### src/spf_map.svh
`ifndef SPF_MAP_SVH
`define SPF_MAP_SVH

// rate select codes
`define SPF_RATE_DIVIDE_BY_TWO 2'h0
`define SPF_RATE_DIVIDE_BY_EIGHT 2'h1
`define SPF_RATE_DIVIDE_BY_THIRTY_TWO 2'h2
`define SPF_RATE_DIVIDE_BY_ONE_TWENTY_EIGHT 2'h3

// last count of the free running divider, one serial bit time minus one
`define SPF_LAST_DIVIDE_BY_TWO 7'h01
`define SPF_LAST_DIVIDE_BY_EIGHT 7'h07
`define SPF_LAST_DIVIDE_BY_THIRTY_TWO 7'h1f
`define SPF_LAST_DIVIDE_BY_ONE_TWENTY_EIGHT 7'h7f

// clock edges in one byte, the last of them ends the transfer
`define SPF_EDGE_FIRST 5'h01
`define SPF_EDGE_LAST 5'h10

// reset values
`define SPF_RST_BYTE 8'h00
`define SPF_RST_DIV 7'h00
`define SPF_RST_EDGE 5'h00

`endif

### src/spf_pkg.sv
package spf_pkg;

    // transfer sequencer states, one-hot
    typedef enum logic [1:0] {
        SPF_IDLE = 2'b01,
        SPF_RUN = 2'b10
    } spf_state_t;

    // format and mode controls
    typedef struct packed {
        logic module_enable_bit;
        logic master_select_bit;
        logic clock_idle_polarity;
        logic clock_phase_select;
        logic [1:0] rate_select_bits;
    } spf_ctrl_t;

    // one serial pin seen as output and output enable
    typedef struct packed {
        logic o;
        logic oe;
    } spf_pin_out_t;

    // whole state of the transfer logic
    typedef struct packed {
        spf_state_t state;
        logic [6:0] div_cnt;
        logic [4:0] edge_cnt;
        logic act;
        logic [7:0] shift;
        logic cap;
        logic shift_full;
        logic tx_full;
        logic [7:0] tx_buf;
        logic [7:0] rx_data;
        logic rx_full;
        logic sck_prev;
        logic ss_prev_b;
    } spf_core_st_t;

endpackage

### src/spf_transfer_format.sv
`timescale 1ns/10ps
`include "spf_map.svh"

// byte queue in front of the transmit data register
module spf_fifo
    import spf_pkg::*;
#(
    parameter int WIDTH = 8,
    parameter int DEPTH = 32
)
(
    input wire logic core_clk,
    input wire logic rst_b,
    input wire logic in_valid,
    output logic in_ready,
    input wire logic [WIDTH-1:0] in_data,
    output logic out_valid,
    input wire logic out_ready,
    output logic [WIDTH-1:0] out_data
);
    localparam int AW = (DEPTH > 1) ? $clog2(DEPTH) : 1;

    typedef struct packed {
        logic [DEPTH-1:0][WIDTH-1:0] mem;
        logic [AW:0] wp;
        logic [AW:0] rp;
    } spf_fifo_st_t;

    spf_fifo_st_t q;
    spf_fifo_st_t d;
    logic full;
    logic empty;

    // full when pointers differ only in the wrap bit
    assign full = (q.wp[AW] != q.rp[AW]) && (q.wp[AW-1:0] == q.rp[AW-1:0]);
    assign empty = (q.wp == q.rp);
    assign in_ready = !full;
    assign out_valid = !empty;
    assign out_data = q.mem[q.rp[AW-1:0]];

    // push and pop
    always_comb
    begin
        d = q;
        if (in_valid && !full)
        begin
            d.mem[q.wp[AW-1:0]] = in_data;
            d.wp = q.wp + 1'b1;
        end
        if (out_ready && !empty)
        begin
            d.rp = q.rp + 1'b1;
        end
    end

    // state register
    always_ff @(posedge core_clk or negedge rst_b)
    begin
        if (!rst_b)
        begin
            q <= '0;
        end
        else
        begin
            q <= d;
        end
    end
endmodule

module spf_transfer_format
    import spf_pkg::*;
#(
    parameter int FIFO_DEPTH = 32
)
(
    input wire logic core_clk,
    input wire logic rst_b,
    input wire spf_ctrl_t ctrl,
    input wire logic tx_valid,
    output logic tx_ready,
    input wire logic [7:0] tx_data,
    output logic transmit_empty_flag,
    output logic [7:0] rx_data,
    output logic receive_full_flag,
    input wire logic rx_ack,
    output logic busy,
    input wire logic shift_clock_pin_i,
    output spf_pin_out_t shift_clock_pin,
    input wire logic mosi_i,
    output spf_pin_out_t mosi,
    input wire logic miso_i,
    output spf_pin_out_t miso,
    input wire logic select_in_b
);
    spf_core_st_t q;
    spf_core_st_t d;
    logic fifo_valid;
    logic [7:0] fifo_data;
    logic [6:0] div_last;
    logic [6:0] div_half;
    logic clk_run;
    logic full_tick;
    logic mtick;
    logic stick;
    logic edge_hit;
    logic sdi;
    logic [4:0] k;
    logic capture;
    logic [7:0] done_byte;

    // transmit bytes wait here until the data register is free
    spf_fifo #(
        .WIDTH(8),
        .DEPTH(FIFO_DEPTH)
    ) u_fifo (
        .core_clk(core_clk),
        .rst_b(rst_b),
        .in_valid(tx_valid),
        .in_ready(tx_ready),
        .in_data(tx_data),
        .out_valid(fifo_valid),
        .out_ready(!q.tx_full),
        .out_data(fifo_data)
    );

    // divider length per rate code
    always_comb
    begin
        case (ctrl.rate_select_bits)
            `SPF_RATE_DIVIDE_BY_TWO: div_last = `SPF_LAST_DIVIDE_BY_TWO;
            `SPF_RATE_DIVIDE_BY_EIGHT: div_last = `SPF_LAST_DIVIDE_BY_EIGHT;
            `SPF_RATE_DIVIDE_BY_THIRTY_TWO: div_last = `SPF_LAST_DIVIDE_BY_THIRTY_TWO;
            default: div_last = `SPF_LAST_DIVIDE_BY_ONE_TWENTY_EIGHT;
        endcase
    end

    // half bit and full bit ticks of the master clock
    assign div_half = div_last >> 1;
    assign clk_run = ctrl.module_enable_bit && ctrl.master_select_bit;
    assign full_tick = clk_run && (q.div_cnt == div_last);
    assign mtick = clk_run && ((q.div_cnt == div_half) || full_tick);
    // slave sees an edge whenever the clock pin changes
    assign stick = ctrl.module_enable_bit && !ctrl.master_select_bit
        && (shift_clock_pin_i != q.sck_prev);
    assign edge_hit = ctrl.master_select_bit ? mtick : stick;
    assign sdi = ctrl.master_select_bit ? miso_i : mosi_i;
    assign k = q.edge_cnt + `SPF_EDGE_FIRST;
    // odd edges capture in phase 0, even edges in phase 1
    assign capture = ctrl.clock_phase_select ? !k[0] : k[0];
    assign done_byte = ctrl.clock_phase_select ? {q.shift[6:0], sdi}
        : {q.shift[6:0], q.cap};

    // next state
    always_comb
    begin
        d = q;
        d.sck_prev = shift_clock_pin_i;
        d.ss_prev_b = select_in_b;
        // free running divider, stopped unless enabled master
        if (clk_run)
        begin
            d.div_cnt = full_tick ? `SPF_RST_DIV : q.div_cnt + 7'h01;
        end
        else
        begin
            d.div_cnt = `SPF_RST_DIV;
        end
        // queue head moves into the transmit data register
        if (fifo_valid && !q.tx_full)
        begin
            d.tx_full = 1'b1;
            d.tx_buf = fifo_data;
        end
        // software read of the received byte
        if (rx_ack)
        begin
            d.rx_full = 1'b0;
        end
        case (q.state)
            SPF_IDLE:
            begin
                d.act = 1'b0;
                d.edge_cnt = `SPF_RST_EDGE;
                // shifter takes the byte only while idle
                if (q.tx_full && !q.shift_full)
                begin
                    d.shift = q.tx_buf;
                    d.shift_full = 1'b1;
                    d.tx_full = 1'b0;
                end
                if (clk_run && q.shift_full && full_tick)
                begin
                    d.state = SPF_RUN;
                end
                else if (ctrl.module_enable_bit && !ctrl.master_select_bit)
                begin
                    if (!ctrl.clock_phase_select && q.ss_prev_b && !select_in_b)
                    begin
                        d.state = SPF_RUN;
                    end
                    else if (ctrl.clock_phase_select && stick && !select_in_b)
                    begin
                        d.state = SPF_RUN;
                        d.edge_cnt = `SPF_EDGE_FIRST;
                    end
                end
            end
            SPF_RUN:
            begin
                if (!ctrl.module_enable_bit
                    || (!ctrl.master_select_bit && select_in_b))
                begin
                    d.state = SPF_IDLE;
                    d.act = 1'b0;
                end
                else if (edge_hit)
                begin
                    d.edge_cnt = k;
                    d.act = !q.act;
                    if (capture)
                    begin
                        d.cap = sdi;
                    end
                    else if (k != `SPF_EDGE_FIRST)
                    begin
                        d.shift = {q.shift[6:0], q.cap};
                    end
                    if (k == `SPF_EDGE_LAST)
                    begin
                        d.shift = done_byte;
                        d.state = SPF_IDLE;
                        d.shift_full = 1'b0;
                        d.act = 1'b0;
                        if (!q.rx_full)
                        begin
                            d.rx_data = done_byte;
                            d.rx_full = 1'b1;
                        end
                    end
                end
            end
            default:
            begin
                d.state = SPF_IDLE;
            end
        endcase
    end

    // state register
    always_ff @(posedge core_clk or negedge rst_b)
    begin
        if (!rst_b)
        begin
            q.state <= SPF_IDLE;
            q.div_cnt <= `SPF_RST_DIV;
            q.edge_cnt <= `SPF_RST_EDGE;
            q.act <= 1'b0;
            q.shift <= `SPF_RST_BYTE;
            q.cap <= 1'b0;
            q.shift_full <= 1'b0;
            q.tx_full <= 1'b0;
            q.tx_buf <= `SPF_RST_BYTE;
            q.rx_data <= `SPF_RST_BYTE;
            q.rx_full <= 1'b0;
            q.sck_prev <= 1'b0;
            q.ss_prev_b <= 1'b1;
        end
        else
        begin
            q <= d;
        end
    end

    // status
    assign transmit_empty_flag = !q.tx_full;
    assign rx_data = q.rx_data;
    assign receive_full_flag = q.rx_full;
    assign busy = (q.state == SPF_RUN);

    // pins: polarity only inverts the clock level
    assign shift_clock_pin.o = ctrl.clock_idle_polarity ^ q.act;
    assign shift_clock_pin.oe = clk_run;
    assign mosi.o = q.shift[7];
    assign mosi.oe = clk_run;
    assign miso.o = q.shift[7];
    assign miso.oe = ctrl.module_enable_bit && !ctrl.master_select_bit
        && !select_in_b;
endmodule

### config.mk
export PLATFORM = sky130hd
export DESIGN_NAME = spf_transfer_format
export DESIGN_NICKNAME = d
export VERILOG_FILES = /design/src/spf_pkg.sv /design/src/spf_transfer_format.sv
export VERILOG_INCLUDE_DIRS = /design/src
export SDC_FILE = /design/constraint.sdc
export NUM_CORES = 1
export LEC_CHECK = 0
export BUFFER_PORTS_ARGS = -buffer_cell sky130_fd_sc_hd__buf_2
export CAP_MARGIN = 40
export CORE_ASPECT_RATIO = 1.5
export CORE_UTILIZATION = 40
export CTS_CLUSTER_SIZE = 40
export DETAILED_ROUTE_END_ITERATION = 12
export PLACE_DENSITY = 0.66
export SYNTH_ARGS = -nofsm -noshare
export SYNTH_HDL_FRONTEND = slang
export SYNTH_SLANG_ARGS = --single-unit
### constraint.sdc
create_clock -name core_clk -period 6.6 [get_ports core_clk]
set_clock_uncertainty 0.1 [all_clocks]
set_input_delay 0 -clock core_clk [delete_from_list [all_inputs] [get_ports core_clk]]
set_output_delay 0 -clock core_clk [all_outputs]
set_load 0.05 [all_outputs]
==> summary.md <==
| Metric | Value |
|---|---|
| Via-to-Cell Ratio | `5.69` |
| Fmax | `302 MHz` |
| First-pass GRT wire length | `57300 um` |
| Largest cells by area after synthesis | `dfrtp_1, mux2_2, mux4_2, mux2i_1, o21ai_0` |
| Setup_tns | `0 ps` |
| CTS buffer count | `30` |
| Hold-fix buffers, CTS | `16` |
| IO Port Bufs | `39` |
| Detailed Routing Iterations Pass 1 | `6` |
| Die Span X | `161 um` |
| Ys flop type | `dfrtp_1` |
| RSZ-0062 raised after global routing | `no` |
| Outcome | `finished, final reports clean` |
| Clk network pwr share | `23.9%` |
| Share of cells above drive strength 1 | `40.2%` |
| Clock Latency Late Sink | `570 ps` |
| Count leader, synth | `dfrtp_1` |
| Core area | `0.0374 sq mm` |
| Final setup viols | `0` |
| Gpl congestion | `0.852` |
| Post-route clock period utilization | `50.1%` |
| Row cnt | `87` |
| Dpl hpwl | `23500 um` |
| Setup slack after layout | `3290 ps` |
| Initial Util | `40.5%` |
| Largest net degree at the start of global routing | `169` |
| Initial drt markers | `643` |
| EDFF count, synth | `0` |
| TritonCTS clock tree | `done` |
| Met1 WL | `14400 um` |
| Reg clk slew, reported paths | `70 ps` |
| Met3 wire length | `1630 um` |
| DR WL/cell | `21.8 um` |
| Post-CTS Setup Bufs | `0` |
| Worst Setup SP | `u_fifo.q[0]` |
| Drc violations | `0` |
| Post-route ant nets | `0` |
| Sw power | `2.59 mW` |
| Yosys top cell area share | `51.3%` |
| Layout Area Growth over Synthesis | `11.9%` |
| Reg-to-reg startpoint | `u_fifo.q[0]` |
| Synthesized cell area | `0.0152 sq mm` |
| Leading area contributor after synthesis | `dfrtp_1` |
| Min Tclk post-route | `3310 ps` |
| Critical Path End Type | `register` |
| DR top layer | `met5` |
| Fin nets | `1175` |
| All-Layer GR Usage | `19.2%` |
| Critical path arrival | `3650 ps` |
| Die H | `240 um` |
| CTS max path bufs | `3` |
| Sequential power share | `41.0%` |
| Number of global-route vias before repair | `9748` |
| Hold Startpoint | `rx_ack` |
| Post-synth ARST share | `100%` |
| Maximum level of the CTS H-tree | `1` |
| TritonCTS Sinks | `313` |
| Crit Path Class | `register to register` |
| Commonest cells in the netlist | `dfrtp_1, mux2_2, mux2i_1, clkbuf_1, o21ai_0` |
| Sequential area share after synthesis | `51.7%` |
| N_diodes | `0` |
| Initial antenna violation count | `1` |
| Final Slew Violations | `0` |
| GRT overflow | `0` |
| Dpl ws | `3290 ps` |
| Synth Instances | `1128` |
| Slew @ Worst Pin | `982 ps` |
| Synth Warn # | `0` |
| Gate power share | `35.2%` |
| Worst slew margin | `34.6%` |
| Avg Cell Area, Syn | `13.4 sq um` |
| Critical path peak fanout | `46` |
| DRT Wirelength | `36100 um` |
| Int Pwr | `5.07 mW` |
| Final Hold Viols | `0` |
| Min-delay worst type | `input port to register` |
| Max VDD drop | `197 uV` |
| # Max-Cap Violations | `0` |
| LEAKAGE | `7.50 nW` |
| Switching Fraction | `33.8%` |
| IO Count | `40` |
| Req. time, crit path | `6940 ps` |
| Cts repair resizes | `0` |
| Unique masters post-synth | `69` |
| Root buf cell | `clkbuf_16` |
| Synthesized flop and latch total | `313` |
| Final Hold Slack | `46.6 ps` |
| Crit path launch type | `register` |
| Die footprint | `0.0387 sq mm` |
| PwrDens | `452 mW/mm^2` |
| Met2 wire len | `18700 um` |
| Routed via count | `9404` |
| Syn nets | `1160` |
[power groups by stage]
stage / combinational [mW] / sequential (mW) / clock, mW
floorplan: 2.16 / 2.90 / 0
global placement: 2.62 / 3.13 / 0
detailed placement: 2.69 / 3.17 / 0
CTS: 2.71 / 3.14 / 1.87
global route: 2.90 / 3.23 / 1.94
finish: 2.69 / 3.14 / 1.83
[cells by family (layout without fill, tap and decap cells)]
logic type,count (synthesis),count (layout),synth area share (%)
AO/OA/AOI/OAI,149,149,7.22
buffers and inverters,111,146,3.29
AND/OR/NAND/NOR,143,143,5.63
flip-flops,313,313,51.7
multiplexers,377,377,29.9
adder cells (fa/ha/maj),10,10,0.825
XOR/XNOR,25,25,1.44
[sequential cells by signal, summed over array words and instances, names as in the netlist]
signal / count
receive_full_flag: 1
q: 35
miso: 1
rx_data: 8
u_fifo.q: 268
[layout by cell type (no fill, tap or decap), types with 3 or more instances in the layout]
master and count:
nor4_1 6, nor3_1 5, o211ai_1 6, nand4_1 3
o211a_1 8, inv_1 29, xnor2_1 15, o32ai_1 3
nand2_1 16, buf_16 3, nor2_2 25, clkbuf_8 8
a221oi_1 16, o21ai_0 44, xor2_1 10, a222oi_1 6
buf_2 38, mux4_2 32, dlygate4sd3_1 15, bufinv_16 4
mux2_2 287, nand2_2 4, a21oi_1 23, a31oi_1 5
nor2_1 20, ha_1 10, a22oi_1 18, and2_1 3
nor2_4 7, nand3b_1 4, nand4b_1 8, nor2b_1 4
dfrtp_1 310, and3_1 4, clkbuf_16 31, buf_4 6
clkbuf_1 6, mux2i_1 57, nand3_1 19
[final timing paths]
| kind | end | slack, ps | cells past startpoint |
|---|---|---|---|
| worst max-delay path | u_fifo.q[164] | 3290 | 7 |
| min in group asynchronous | q[38] | 450 | 4 |
| worst max register to register | u_fifo.q[164] | 3290 | 7 |
| worst min register to register | u_fifo.q[235] | 390 | 1 |
| worst min-delay path | receive_full_flag | 50 | 3 |
| max in group asynchronous | u_fifo.q[135] | 5010 | 4 |
[layer usage]
metal  vias up  track usage [%]
met5         -                0
met4         2             8.72
met3        75             2.52
met2       236             34.1
met1      4931             23.1
li1       4160                -
[through the flow]
step | instance area [sq um] | utilization (%) | std cells | power [mW]
3_3_place_gp | 15700 | 41.8 | 1581 | 5.75
2_1_floorplan | 15200 | - | 1128 | 5.06
3_5_place_dp | 15700 | 42.0 | 1584 | 5.86
4_1_cts | 17000 | 45.3 | 1652 | 7.72
5_1_grt | 17000 | 45.3 | 1652 | 8.07
6_report | 17000 | 45.3 | 1652 | 7.66
[cell type report]
type	count	area (sq um)
clock buffers	45	908
clock inverters	7	139
fillers	3386	20500
inverters	29	109
multi-input cells	704	6840
flip-flops and latches	313	7840
well taps	489	612
repair buffers	65	518
[critical path, stage by stage, from the launching register on]
cell	delay (ps)
dfrtp_4	980
xor2_1	230
nor3_2	110
a31oi_4	350
nand2_1	390
buf_8	280
nor2_2	360
mux2_2	380
Power figures use the tool's default switching activity.
